`src/hw/irq_flag_pkg.sv`:
```
// Shared constants and types of the peripheral interrupt flag bank
package irq_flag_pkg;

	// ****************************************
	// Register port geometry
	// ****************************************
	localparam int ADDR_W = 12;
	localparam int DATA_W = 8;
	localparam int GROUPS = 4;
	localparam int CAPCMP_CH = 4;

	// ****************************************
	// Register offsets
	// ****************************************
	localparam logic [11:0] OFS_LOGIC_CELL_GATE = 12'h711;
	localparam logic [11:0] OFS_CAPTURE_COMPARE = 12'h712;
	localparam logic [11:0] OFS_MEM_OSC_WAVE = 12'h713;
	localparam logic [11:0] OFS_MEAS_TIMER = 12'h714;
	localparam logic [11:0] OFS_IRQ_STATUS = 12'h715;
	localparam logic [11:0] OFS_IRQ_CLEAR = 12'h716;
	localparam logic [11:0] OFS_IRQ_ENABLE = 12'h717;

	// ****************************************
	// Field positions
	// ****************************************
	localparam int BIT_CELL2 = 5;
	localparam int BIT_CELL1 = 4;
	localparam int BIT_GATE5 = 2;
	localparam int BIT_GATE3 = 1;
	localparam int BIT_GATE1 = 0;
	localparam int BIT_CAPCMP_LSB = 0;
	localparam int BIT_MEM_DONE = 5;
	localparam int BIT_OSC_ROLL = 4;
	localparam int BIT_WAVE2 = 1;
	localparam int BIT_WAVE1 = 0;
	localparam int BIT_PULSE_W = 2;
	localparam int BIT_PERIOD = 1;
	localparam int BIT_MEAS = 0;
	localparam int ST_LOGIC_CELL_GATE = 0;
	localparam int ST_CAPTURE_COMPARE = 1;
	localparam int ST_MEM_OSC_WAVE = 2;
	localparam int ST_MEAS_TIMER = 3;

	// ****************************************
	// Implemented bits and reset values
	// ****************************************
	localparam logic [7:0] MASK_LOGIC_CELL_GATE = 8'h37;
	localparam logic [7:0] MASK_CAPTURE_COMPARE = 8'h0F;
	localparam logic [7:0] MASK_MEM_OSC_WAVE = 8'h33;
	localparam logic [7:0] MASK_MEAS_TIMER = 8'h07;
	localparam logic [7:0] RST_FLAGS = 8'h00;
	localparam logic [3:0] RST_IRQ_STATUS = 4'h0;
	localparam logic [3:0] RST_IRQ_ENABLE = 4'h0;
	localparam logic [2:0] RST_GATE_LAST = 3'h0;
	localparam logic [1:0] RST_SHUT_LAST = 2'h0;
	localparam logic [7:0] RST_READ_DATA = 8'h00;

	// ****************************************
	// Operating mode of a capture/compare channel
	// ****************************************
	typedef enum logic [2:0]
	{
		CAPCMP_CAPTURE = 3'b001,
		CAPCMP_COMPARE = 3'b010,
		CAPCMP_PWM = 3'b100
	} capcmp_mode_t;

endpackage : irq_flag_pkg

```
`src/hw/flag_port_if.sv`:
```
// Link between the top level and one sticky flag register
`timescale 1ns/1ns
interface flag_port_if;
	logic wr;
	logic [7:0] wdata;
	logic [7:0] set;
	logic [7:0] q;

	// Top level drives writes and events, the register returns flags
	modport bank (input wr, input wdata, input set, output q);
	modport ctrl (output wr, output wdata, output set, input q);
endinterface : flag_port_if

```
`src/hw/sticky_flag_reg.sv`:
```
// One eight-bit flag register set by hardware and written by software
`timescale 1ns/1ns
module sticky_flag_reg
	import irq_flag_pkg::*;
#(
	parameter logic [7:0] MASK = 8'hFF
)
(
	// Clock and reset
	input wire logic clk_sys,
	input wire logic rst,
	// Write, event and flag lines
	flag_port_if.bank port
);

	typedef struct packed
	{
		logic [7:0] flags;
	} flag_state_t;

	flag_state_t st_q;
	flag_state_t st_d;

	// Events are OR-ed in last so a write of zero never hides them
	always_comb
	begin
		st_d = st_q;
		if (port.wr)
		begin
			st_d.flags = (port.wdata | port.set) & MASK;
		end
		else
		begin
			st_d.flags = (st_q.flags | port.set) & MASK;
		end
	end

	// State register
	always_ff @(posedge clk_sys or posedge rst)
	begin
		if (rst)
		begin
			st_q <= '{flags: RST_FLAGS};
		end
		else
		begin
			st_q <= st_d;
		end
	end

	assign port.q = st_q.flags;

endmodule : sticky_flag_reg

```
`src/hw/irq_summary.sv`:
```
// Per-register event status, enable and the single interrupt line
`timescale 1ns/1ns
module irq_summary
	import irq_flag_pkg::*;
(
	// Clock and reset
	input wire logic clk_sys,
	input wire logic rst,
	// Events, one per flag register
	input wire logic [3:0] evt,
	// Software access
	input wire logic clr_wr,
	input wire logic en_wr,
	input wire logic [3:0] wdata,
	// State seen by software and the CPU
	output logic [3:0] status,
	output logic [3:0] enable,
	output logic irq
);

	typedef struct packed
	{
		logic [3:0] stat;
		logic [3:0] en;
	} sum_state_t;

	sum_state_t st_q;
	sum_state_t st_d;

	// Ones written to the clear register drop status; new events win
	always_comb
	begin
		st_d = st_q;
		if (clr_wr)
		begin
			st_d.stat = st_q.stat & ~wdata;
		end
		st_d.stat = st_d.stat | evt;
		if (en_wr)
		begin
			st_d.en = wdata;
		end
	end

	// State register
	always_ff @(posedge clk_sys or posedge rst)
	begin
		if (rst)
		begin
			st_q <= '{stat: RST_IRQ_STATUS, en: RST_IRQ_ENABLE};
		end
		else
		begin
			st_q <= st_d;
		end
	end

	assign status = st_q.stat;
	assign enable = st_q.en;
	// Level output, AND-OR of the status and enable flops, not registered
	assign irq = |(st_q.stat & st_q.en);

endmodule : irq_summary

```
`src/hw/peripheral_irq_flag_bank.sv`:
```
// Peripheral interrupt request flag registers with register port
//
// Functional notes
// - Logic cell events set bits 5,4, sticky
// - Timer gate going inactive sets gate flag
// - Capture event sets channel flag, 0x712
// - Compare match sets channel flag, sticky
// - PWM trailing edge sets channel flag
// - Memory operation done sets 0x713 bit 5
// - Oscillator rollover sets 0x713 bit 4
// - Waveform shutdown entry sets its flag
// - Measurement timer flags at 0x714 bits 2..0
// - Flags set regardless of any enable
`timescale 1ns/1ns
module peripheral_irq_flag_bank
	import irq_flag_pkg::*;
(
	// Clock and reset
	input wire logic clk_sys,
	input wire logic rst,

	// Register port
	input wire logic [ADDR_W-1:0] addr,
	input wire logic [DATA_W-1:0] wr_data,
	input wire logic wr_stb,
	input wire logic rd_stb,
	output logic [DATA_W-1:0] rd_data,

	// Interrupt to the CPU
	output logic irq,

	// Logic cell interrupt conditions, one-cycle strobes
	input wire logic logic_cell2_output,
	input wire logic logic_cell1_output,

	// Timer gates, level, bit 0 timer 1, bit 1 timer 3, bit 2 timer 5
	input wire logic [2:0] timer_gate,

	// Capture/compare/PWM channels, index 0 is channel 1
	input wire capcmp_mode_t [CAPCMP_CH-1:0] capcmp_mode,
	input wire logic [CAPCMP_CH-1:0] capture_evt,
	input wire logic [CAPCMP_CH-1:0] compare_evt,
	input wire logic [CAPCMP_CH-1:0] pwm_trail_evt,

	// Memory and oscillator strobes
	input wire logic memory_op_done,
	input wire logic oscillator_rollover,

	// Waveform generator shutdown, level, bit 0 generator 1
	input wire logic [1:0] waveform_shutdown,

	// Measurement timer strobes
	input wire logic meas_pulse_width_evt,
	input wire logic meas_period_evt,
	input wire logic meas_timer_evt
);

	// ****************************************
	// Local state
	// ****************************************

	typedef struct packed
	{
		logic [2:0] gate_last;
		logic [1:0] shut_last;
		logic [7:0] rd_data;
	} bank_state_t;

	bank_state_t st_q;
	bank_state_t st_d;

	// ****************************************
	// Helpers
	// ****************************************

	// Only the event that belongs to the active mode counts
	function automatic logic capcmp_hit
	(
		input capcmp_mode_t mode,
		input logic cap,
		input logic cmp,
		input logic pwm
	);
		logic hit;
		hit = 1'b0;
		case (mode)
			CAPCMP_CAPTURE: hit = cap;
			CAPCMP_COMPARE: hit = cmp;
			CAPCMP_PWM: hit = pwm;
			default: hit = 1'b0;
		endcase
		return hit;
	endfunction : capcmp_hit

	// Register select, used for both strobes
	function automatic logic hit_ofs
	(
		input logic [ADDR_W-1:0] a,
		input logic [ADDR_W-1:0] ofs
	);
		return a == ofs;
	endfunction : hit_ofs

	// ****************************************
	// Flag registers
	// ****************************************

	flag_port_if lcg_if ();
	flag_port_if cce_if ();
	flag_port_if mow_if ();
	flag_port_if mtf_if ();

	// Logic cell and timer gate flags
	sticky_flag_reg #(
		.MASK(MASK_LOGIC_CELL_GATE)
	) u_logic_cell_gate_flags (
		.clk_sys(clk_sys),
		.rst(rst),
		.port(lcg_if.bank)
	);

	// Capture/compare channel flags
	sticky_flag_reg #(
		.MASK(MASK_CAPTURE_COMPARE)
	) u_capture_compare_event_flags (
		.clk_sys(clk_sys),
		.rst(rst),
		.port(cce_if.bank)
	);

	// Memory, oscillator and waveform flags
	sticky_flag_reg #(
		.MASK(MASK_MEM_OSC_WAVE)
	) u_memory_oscillator_waveform_flags (
		.clk_sys(clk_sys),
		.rst(rst),
		.port(mow_if.bank)
	);

	// Measurement timer flags
	sticky_flag_reg #(
		.MASK(MASK_MEAS_TIMER)
	) u_measurement_timer_flags (
		.clk_sys(clk_sys),
		.rst(rst),
		.port(mtf_if.bank)
	);

	// ****************************************
	// Event detection
	// ****************************************

	logic [2:0] gate_fall;
	logic [1:0] shut_rise;
	logic [7:0] lcg_set;
	logic [7:0] cce_set;
	logic [7:0] mow_set;
	logic [7:0] mtf_set;

	// Gate end marks a finished acquisition, so watch the falling edge
	assign gate_fall = st_q.gate_last & ~timer_gate;
	// Only entry into shutdown counts, not the time spent there
	assign shut_rise = waveform_shutdown & ~st_q.shut_last;

	// Logic cell and gate events; enables play no part here
	always_comb
	begin
		lcg_set = 8'h00;
		lcg_set[BIT_CELL2] = logic_cell2_output;
		lcg_set[BIT_CELL1] = logic_cell1_output;
		lcg_set[BIT_GATE5] = gate_fall[2];
		lcg_set[BIT_GATE3] = gate_fall[1];
		lcg_set[BIT_GATE1] = gate_fall[0];
	end

	// Capture/compare events, one per channel
	always_comb
	begin
		cce_set = 8'h00;
		for (int i = 0; i < CAPCMP_CH; i++)
		begin
			cce_set[BIT_CAPCMP_LSB + i] = capcmp_hit(capcmp_mode[i],
				capture_evt[i], compare_evt[i], pwm_trail_evt[i]);
		end
	end

	// Memory, oscillator and waveform events
	always_comb
	begin
		mow_set = 8'h00;
		mow_set[BIT_MEM_DONE] = memory_op_done;
		mow_set[BIT_OSC_ROLL] = oscillator_rollover;
		mow_set[BIT_WAVE2] = shut_rise[1];
		mow_set[BIT_WAVE1] = shut_rise[0];
	end

	// Measurement timer events
	always_comb
	begin
		mtf_set = 8'h00;
		mtf_set[BIT_PULSE_W] = meas_pulse_width_evt;
		mtf_set[BIT_PERIOD] = meas_period_evt;
		mtf_set[BIT_MEAS] = meas_timer_evt;
	end

	// ****************************************
	// Register writes
	// ****************************************

	// Writes of zero clear flags inside the flag registers
	assign lcg_if.wr = wr_stb && hit_ofs(addr, OFS_LOGIC_CELL_GATE);
	assign cce_if.wr = wr_stb && hit_ofs(addr, OFS_CAPTURE_COMPARE);
	assign mow_if.wr = wr_stb && hit_ofs(addr, OFS_MEM_OSC_WAVE);
	assign mtf_if.wr = wr_stb && hit_ofs(addr, OFS_MEAS_TIMER);
	assign lcg_if.wdata = wr_data;
	assign cce_if.wdata = wr_data;
	assign mow_if.wdata = wr_data;
	assign mtf_if.wdata = wr_data;
	assign lcg_if.set = lcg_set;
	assign cce_if.set = cce_set;
	assign mow_if.set = mow_set;
	assign mtf_if.set = mtf_set;

	// ****************************************
	// Interrupt summary
	// ****************************************

	logic [3:0] grp_evt;
	logic [3:0] irq_status;
	logic [3:0] irq_enable;
	logic irq_clr_wr;
	logic irq_en_wr;

	// Any new event of a register marks that register's status bit
	always_comb
	begin
		grp_evt = 4'h0;
		grp_evt[ST_LOGIC_CELL_GATE] = |lcg_set;
		grp_evt[ST_CAPTURE_COMPARE] = |cce_set;
		grp_evt[ST_MEM_OSC_WAVE] = |mow_set;
		grp_evt[ST_MEAS_TIMER] = |mtf_set;
	end

	assign irq_clr_wr = wr_stb && hit_ofs(addr, OFS_IRQ_CLEAR);
	assign irq_en_wr = wr_stb && hit_ofs(addr, OFS_IRQ_ENABLE);

	// Status is kept apart from the flags so clearing it leaves them
	irq_summary u_irq_summary (
		.clk_sys(clk_sys),
		.rst(rst),
		.evt(grp_evt),
		.clr_wr(irq_clr_wr),
		.en_wr(irq_en_wr),
		.wdata(wr_data[3:0]),
		.status(irq_status),
		.enable(irq_enable),
		.irq(irq)
	);

	// ****************************************
	// Next state and read mux
	// ****************************************

	// Read data stands one cycle only; idle cycles read as zero
	always_comb
	begin
		st_d = st_q;
		st_d.gate_last = timer_gate;
		st_d.shut_last = waveform_shutdown;
		st_d.rd_data = 8'h00;
		if (!rd_stb)
		begin
			st_d.rd_data = 8'h00;
		end
		else if (hit_ofs(addr, OFS_LOGIC_CELL_GATE))
		begin
			st_d.rd_data = lcg_if.q;
		end
		else if (hit_ofs(addr, OFS_CAPTURE_COMPARE))
		begin
			st_d.rd_data = cce_if.q;
		end
		else if (hit_ofs(addr, OFS_MEM_OSC_WAVE))
		begin
			st_d.rd_data = mow_if.q;
		end
		else if (hit_ofs(addr, OFS_MEAS_TIMER))
		begin
			st_d.rd_data = mtf_if.q;
		end
		else if (hit_ofs(addr, OFS_IRQ_STATUS))
		begin
			st_d.rd_data = {4'h0, irq_status};
		end
		else if (hit_ofs(addr, OFS_IRQ_ENABLE))
		begin
			st_d.rd_data = {4'h0, irq_enable};
		end
		else
		begin
			st_d.rd_data = 8'h00;
		end
	end

	// State register
	always_ff @(posedge clk_sys or posedge rst)
	begin
		if (rst)
		begin
			st_q <= '{gate_last: RST_GATE_LAST,
				shut_last: RST_SHUT_LAST,
				rd_data: RST_READ_DATA};
		end
		else
		begin
			st_q <= st_d;
		end
	end

	assign rd_data = st_q.rd_data;

endmodule : peripheral_irq_flag_bank

```
`config.mk`:
```
export PLATFORM = sky130hd
export DESIGN_NAME = peripheral_irq_flag_bank
export DESIGN_NICKNAME = d
export VERILOG_FILES = /design/src/hw/irq_flag_pkg.sv /design/src/hw/flag_port_if.sv /design/src/hw/sticky_flag_reg.sv /design/src/hw/irq_summary.sv /design/src/hw/peripheral_irq_flag_bank.sv
export SDC_FILE = /design/constraint.sdc
export NUM_CORES = 1
export LEC_CHECK = 0
export BUFFER_PORTS_ARGS = -buffer_cell sky130_fd_sc_hd__buf_2
export CAP_MARGIN = 30
export CELL_PAD_IN_SITES_DETAIL_PLACEMENT = 1
export CELL_PAD_IN_SITES_GLOBAL_PLACEMENT = 1
export CORE_AREA = 2 2 72 74
export DETAILED_ROUTE_END_ITERATION = 12
export DIE_AREA = 0 0 74 76
export GPL_TIMING_DRIVEN = 0
export HOLD_SLACK_MARGIN = 0.15
export PLACE_DENSITY_LB_ADDON = 0.3
export SYNTH_ARGS = -nofsm -noshare
export SYNTH_HDL_FRONTEND = slang
export SYNTH_SLANG_ARGS = --single-unit
```
`constraint.sdc`:
```
create_clock -name clk_sys -period 3.1 [get_ports clk_sys]
set_input_delay 0.155 -clock clk_sys [delete_from_list [all_inputs] [get_ports clk_sys]]
set_output_delay 0.155 -clock clk_sys [all_outputs]
set_load 0.01 [all_outputs]
```
==> metrics.md, run 1 <==
| Metric | Value |
|---|---|
| Commonest cells after routing, fill and taps aside | `64 x buf_2, 35 x dfrtp_1, 19 x dlygate4sd3_1` |
| DR vias | `1718` |
| Worst EP arrival | `approximately 2.8 ns` |
| Crit path capture | `u_irq_summary.status[3]` |
| Row count | `26` |
| DIE WIDTH | `~74 um` |
| Final Hold Viols | `0` |
| # setup viols final | `0` |
| Met2 Use GR | `between 30% and 40%` |
| Die area | `~0.0056 mm^2` |
| RePlAce Congestion | `~0.81` |
| Fin crit period | `between 2 and 3 ns` |
| Synth Register Bits | `35` |
| Worst path required time | `3.27 ns` |
| Peak per-stage delay on the critical path | `approximately 0.75 ns` |
| RSZ-0062 raised after global routing | `no` |
| Reg2reg path depth | `3` |
| Worst-Margin Slew | `around 0.86 ns` |
| Synth Instances | `between 150 and 200` |
| Post-synth EDFFs | `0` |
| DR iter-0 viols | `27` |
| Critical path startpoint category | `primary input` |
| Gates resized, CTS repair | `0` |
| Overall power | `~0.0010 W` |
| Post-synthesis sequential area ratio | `between 40% and 50%` |
| IO Pins | `69` |
| Max-slew violations | `0` |
| Routing usage on met1 | `~23%` |
| Lkg Pwr | `about 1.1 nW` |
| Slowest stage cell, crit path | `nor4_1` |
| Asr flop ratio synth | `100.0%` |
| Port bufs | `64` |
| Setup ws final | `0.4822 ns` |
| GRT busiest layer | `met2` |
| Setup CP Type | `primary input to register` |
| P&R area growth vs syn | `39.35%` |
| DRT Wirelength | `just over 5000 um` |
| Initial antenna violation count | `0` |
| Antenna Cells | `0` |
| Antenna Nets Post-Route | `0` |
| Clk Tree Root Cell | `clkbuf_8` |
| MaxCap Viol Count | `0` |
| Fin util | `between 50 and 60%` |
| Status | `completed` |
| Netlist cell types | `40` |
| Synthesized cell area | `between 0.0015 and 0.002 mm^2` |
| Vias in the first global route | `between 1500 and 2000` |
| Final Skew | `0.003810 ns` |
| Syn. warnings | `0` |
| Most used DFF post-synth | `dfrtp_1` |
| Pwr Density | `between 300 and 400 mW/mm^2` |
| CP Launch Point | `addr[7]` |
| Total global routing overflow | `0` |
| Crit end category | `register` |
| Crit share post-route | `between 80% and 90%` |
| Post-Route Setup TNS | `0 ns` |
| Worst hold path type | `primary input to register` |
| R2R Setup Slk | `around 1.6 ns` |
| CP Cell Sequence | `buf_2 -> or4b_1 -> buf_4 -> nor4_1 -> nand2_1 -> a2111o_1 -> dlygate4sd3_1` |
| RR Endpoint | `u_memory_oscillator_waveform_flags.port.q[4]` |
| Kind of cell adding the most delay to the critical path | `simple AND/OR/NAND/NOR gates` |
| Clock tree sinks | `35` |
| Worst-skew pair later-pin latency | `~0.29 ns` |
| Clock Path Buffers | `2` |
| CP Depth | `7` |
| # DRC | `0` |
| Layout cells sized above 1 | `a little over a third` |
| Global-route usage over all layers | `between 10% and 20%` |
| GR Util met3 | `between 3 and 4%` |
| Fmax achieved | `0.3820 GHz` |
| Most common cell after layout, fill and taps aside | `buf_2` |
| Die height | `between 70 and 80 um` |
| Largest net degree at the start of global routing | `19` |
| CTS buffer count | `5` |
| Maximum VDD drop | `219.3 uV` |
| Vias/cell | `roughly 5.1` |
| Worst R2R Start | `u_memory_oscillator_waveform_flags.port.q[4]` |
| Slew HR | `42.04%` |
| Pre-CTS setup slack | `slightly below 0.7 ns` |
| Final Net Count | `roughly 330` |
| CTS tree | `built` |
| Worst Path Buf+Inv | `3` |
| Initial DRT Pass Iterations | `2` |
| WL/cell | `15.17 um` |
| Core area | `0.004912 mm^2` |
| H-Tree Level Count | `2` |
| First-pass GRT wire length | `about 8500 um` |
| Clock Pin Slew Worst Setup and Hold Paths | `roughly 0.070 ns` |
| Initial core utilization | `38.64%` |
| Post-detail-place hpwl | `3851 um` |
| Syn_area_per_cell | `10.97 um^2` |
| Crit path max fanout | `7` |
## power by group
part | internal (W) | switching [W]
Combinational | 0.0000651 | 0.0000618
Clock | 0.000260 | 0.000167
Sequential | 0.000460 | 0.000000997
Total | 0.000785 | 0.000230
## cell type report
cell class,instances,area [um^2]
Clock inverter,2,35.03
Timing Repair Buffer,84,538.0
Fill cell,559,2267
Buffer,13,82.58
Sequential cell,35,875.8
Multi-Input combinational cell,122,928.4
Tap cell,70,87.58
Clock buffer,6,82.58
Inverter,4,15.01
## kinds of logic (layout without fill, tap and decap cells)
logic type	Yosys count	count (layout)	synth area share [%]
AO/OA/AOI/OAI	26	26	10.42
multiplexers	20	20	10.94
AND/OR/NAND/NOR	74	74	27.16
flip-flops	35	35	46.14
other	1	2	0.1976
buffers and inverters	17	109	5.141
## worst min path at each step
stage | startpoint | slack (ns) | to | cells past startpoint
after floorplan | timer_gate[0] | 0.19 | st_q[10] | 0
after global placement | timer_gate[0] | 0.27 | st_q[10] | 1
after detailed placement | timer_gate[2] | 0.27 | st_q[12] | 1
after CTS | wr_data[2] | 0.20 | u_measurement_timer_flags.port.q[2] | 2
final | wr_data[2] | 0.21 | u_measurement_timer_flags.port.q[2] | 2
after global routing | wr_data[2] | 0.22 | u_measurement_timer_flags.port.q[2] | 2
## registers in the layout, indices dropped and copies added, names as in the netlist
name                                       flops
st_q                                           5
u_memory_oscillator_waveform_flags.port.q      4
rd_data                                        6
u_capture_compare_event_flags.port.q           4
u_irq_summary.status                           4
u_measurement_timer_flags.port.q               3
u_irq_summary.enable                           4
u_logic_cell_gate_flags.port.q                 5
## routing by layer
layer	part of all wire, %	up-vias
li1	-	821
met1	44	844
met2	52	45
met3	3.4	8
met4	1.2	0
met5	0	-
## what timing repair did
item,in CTS,in global routing
endpoints found under the hold margin,35,0
setup buffers,0,0
setup endpoints to repair,0,0
hold buffers,19,0
## cells in the mapped netlist, drive strengths merged, types with 3 or more instances
| library cell | count | area share, % |
|---|---|---|
| inv | 4 | 0.79 |
| nor4 | 6 | 3.8 |
| mux2i | 14 | 7.4 |
| clkbuf | 3 | 0.59 |
| mux2 | 6 | 3.6 |
| nor4bb | 12 | 6.3 |
| nor2b | 7 | 2.3 |
| nor3 | 4 | 1.1 |
| nand4b | 3 | 1.4 |
| nor2 | 5 | 0.99 |
| a21boi | 3 | 1.2 |
| buf | 10 | 3.8 |
| nand2 | 18 | 3.6 |
| dfrtp | 35 | 46 |
| nand2b | 7 | 2.3 |
| or4bb | 3 | 1.8 |
| a211o | 7 | 3.2 |
## stage by stage
stage                     area [um^2]  instances  hold slack, ns
final                            2645        336          0.2072
after global routing             2645        336          0.2154
after CTS                        2645        336          0.1977
after detailed placement         2337        309          0.2739
after global placement           2310        308          0.2748
after floorplan                  1902        174          0.1864
(Power assumes the default switching activity.)
==> run 2: changes to the inputs <==
- CORE_AREA: 2 2 72 74 -> 2 2 75 77
- DIE_AREA: 0 0 74 76 -> 0 0 77 79
- clock period: 3.1 -> 2.6 ns (I/O delays scaled with it)
==> run 2 against run 1 <==
Effect of this change: sequential share of layout area increased by 0.43 points; die area up 8.2%; critical path depth is the same; core utilization down 4.9 points; setup slack worse by 0.23 ns; critical endpoint is now u_memory_oscillator_waveform_flags.port.q[4]; sequential power up 19%; first-iteration DRC count grew to 3.3 times the previous value; flip-flop and latch count is the same; total power increased by 7.5%; highest routed layer unchanged; non-clock buffer count is 1 lower; final cell count up 0.60%; global-route usage fell by 1.2 points; critical path type unchanged.
==> metrics.md, run 2 (synthesized netlist as in run 1, its figures left out) <==
| Metric | Value |
|---|---|
| Worst Path Buf+Inv | `3` |
| Reg2reg path depth | `3` |
| Row count | `27` |
| Final Net Count | `about 320` |
| Port bufs | `64` |
| Clk pwr share | `a little over a third` |
| MaxCap Viol Count | `0` |
| Antenna Nets Post-Route | `0` |
| CTS tree | `built` |
| Initial core utilization | `a little over a third` |
| DIE WIDTH | `77 um` |
| Total global routing overflow | `0` |
| WL/cell | `around 15 um` |
| Comb power frac | `~14%` |
| Vias/cell | `~5.1` |
| H-Tree Level Count | `2` |
| Kind of cell adding the most delay to the critical path | `simple AND/OR/NAND/NOR gates` |
| Worst EP arrival | `around 2.5 ns` |
| Postcts setup bufs | `0` |
| Status | `completed` |
| Fin crit period | `2.350 ns` |
| Slew HR | `between 30% and 40%` |
| Worst path required time | `around 2.8 ns` |
| Max-slew violations | `0` |
| DR iter-0 viols | `slightly below 90` |
| Worst-Margin Slew | `0.9242 ns` |
| RePlAce Congestion | `0.7446` |
| Critical path startpoint category | `primary input` |
| Post-Route Setup TNS | `0 ns` |
| Post-placement cell count | `311` |
| Maximum VDD drop | `232.6 uV` |
| Clk Tree Root Cell | `clkbuf_8` |
| # DRC | `0` |
| Largest net degree at the start of global routing | `25` |
| WHS Path Cells | `2` |
| DRT Wirelength | `between 5000 and 6000 um` |
| Initial antenna violation count | `0` |
| Crit share post-route | `90.40%` |
| Clock tree sinks | `35` |
| Worst-skew pair later-pin latency | `between 0.2 and 0.3 ns` |
| Clock Pin Slew Worst Setup and Hold Paths | `about 0.070 ns` |
| Layout cells sized above 1 | `a little over a third` |
| Commonest cells after routing, fill and taps aside | `64 x buf_2, 35 x dfrtp_1, 18 x nand2_1, 18 x dlygate4sd3_1, 14 x mux2i_1` |
| Most common cell after layout, fill and taps aside | `buf_2` |
| Internal power | `roughly 0.00081 W` |
| IO Pins | `69` |
| Final Skew | `roughly 0.0053 ns` |
| Sequential fraction of design power | `between 50% and 60%` |
| Core area | `about 0.0053 mm^2` |
| Lkg Pwr | `between 1 and 1.5 nW` |
| Clock Path Buffers | `2` |
| Vias in the first global route | `between 1500 and 2000` |
| Global-route usage over all layers | `18.16%` |
| DR vias | `approximately 1700` |
| CTS buffer count | `5` |
| Die area | `0.006083 mm^2` |
| Fill cell count | `roughly 640` |
| # setup viols final | `0` |
| Die height | `slightly below 80 um` |
| P&R area growth vs syn | `37.57%` |
| Final Hold Viols | `0` |
| First-pass GRT wire length | `between 8000 and 9000 um` |
| Post-detail-place hpwl | `between 3000 and 4000 um` |
| CP Cell Sequence | `buf_2 -> or4b_1 -> buf_4 -> nor4_2 -> nor2b_1 -> a211o_1 -> dlygate4sd3_1` |
| Crit path max fanout | `7` |
| Finished Layout Cells | `around 340` |
| Setup CP Type | `primary input to register` |
| Initial DRT Pass Iterations | `4` |
| RSZ-0062 raised after global routing | `no` |
| Fmax achieved | `roughly 0.43 GHz` |
| Crit end category | `register` |
| Pwr Density | `approximately 420 mW/mm^2` |
| Worst hold path type | `primary input to register` |
| Slowest stage cell, crit path | `nor4_2` |
| Peak per-stage delay on the critical path | `roughly 0.62 ns` |
| CP Depth | `7` |
| Max reg flops | `6` |
| Switching Share | `25.53%` |
| Switching pwr | `about 0.00028 W` |
[run 2: cell count changes in the layout (fill, tap and decap cells not counted), sizes merged]
cell	delta
bufinv	-1
diode	+1
dlygate4sd3	-1
clkinvlp	+2
clkbuf	-1
[run 2: power groups by stage]
stage	Sequential, W	Clock [W]	Combinational, W
2_1_floorplan	0.000560	0	0.0000584
3_5_place_dp	0.000560	0	0.000136
4_1_cts	0.000550	0.000407	0.000152
5_1_grt	0.000550	0.000427	0.000169
3_3_place_gp	0.000560	0	0.000127
6_report	0.000550	0.000390	0.000151
[run 2: what timing repair did]
action | CTS | global route
gates resized for setup | 0 | 0
hold buffers | 18 | 0
endpoints found under the hold margin | 31 | 0
endpoints found under the setup margin | 0 | 0
[run 2: per-layer routing]
metal | global-route usage (%) | up-vias | wire [um]
li1 | - | 823 | -
met1 | 21.56 | 831 | 2166
met2 | 32.63 | 55 | 2588
met3 | 2.841 | 9 | 239
met4 | 8.036 | 0 | 113
met5 | 0 | - | 0
[run 2: area by class of cell]
cell class,instances,area [um^2],area share [%]
Antenna cell,1,2.502,0.09583
Timing Repair Buffer,83,528.0,20.22
Clock buffer,5,68.82,2.635
Clock inverter,3,20.02,0.7667
Buffer,13,82.58,3.162
Sequential cell,35,875.8,33.54
Tap cell,72,90.09,3.450
Multi-Input combinational cell,122,928.4,35.55
Inverter,4,15.01,0.5750
[run 2: path summary, 6_finish.rpt]
path                            slack (ns)                                          from                                      endpoint
worst min register to register        0.48                                      st_q[10]             u_logic_cell_gate_flags.port.q[0]
worst min-delay path                  0.16                                    wr_data[1]           u_measurement_timer_flags.port.q[1]
min in group asynchronous             0.43                                           rst                                      st_q[10]
worst max register to register        1.12  u_memory_oscillator_waveform_flags.port.q[4]  u_memory_oscillator_waveform_flags.port.q[4]
max in group asynchronous             1.65                                           rst           u_measurement_timer_flags.port.q[0]
worst max-delay path                  0.25                                       addr[7]  u_memory_oscillator_waveform_flags.port.q[4]
[run 2: per-stage QoR]
stage               cell area [um^2]  hold WS [ns]  utilization, %  worst slack (ns)   power, W
global placement                2312        0.2483           43.32            0.1559  0.0006874
global route                    2609        0.1794           48.87            0.1161   0.001146
finish                          2611        0.1633           48.92            0.2497   0.001091
CTS                             2609        0.1570           48.87            0.2847   0.001108
detailed placement              2340        0.2004           43.84            0.1085  0.0006959
floorplan                       1902        0.1614               -            0.7160  0.0006182
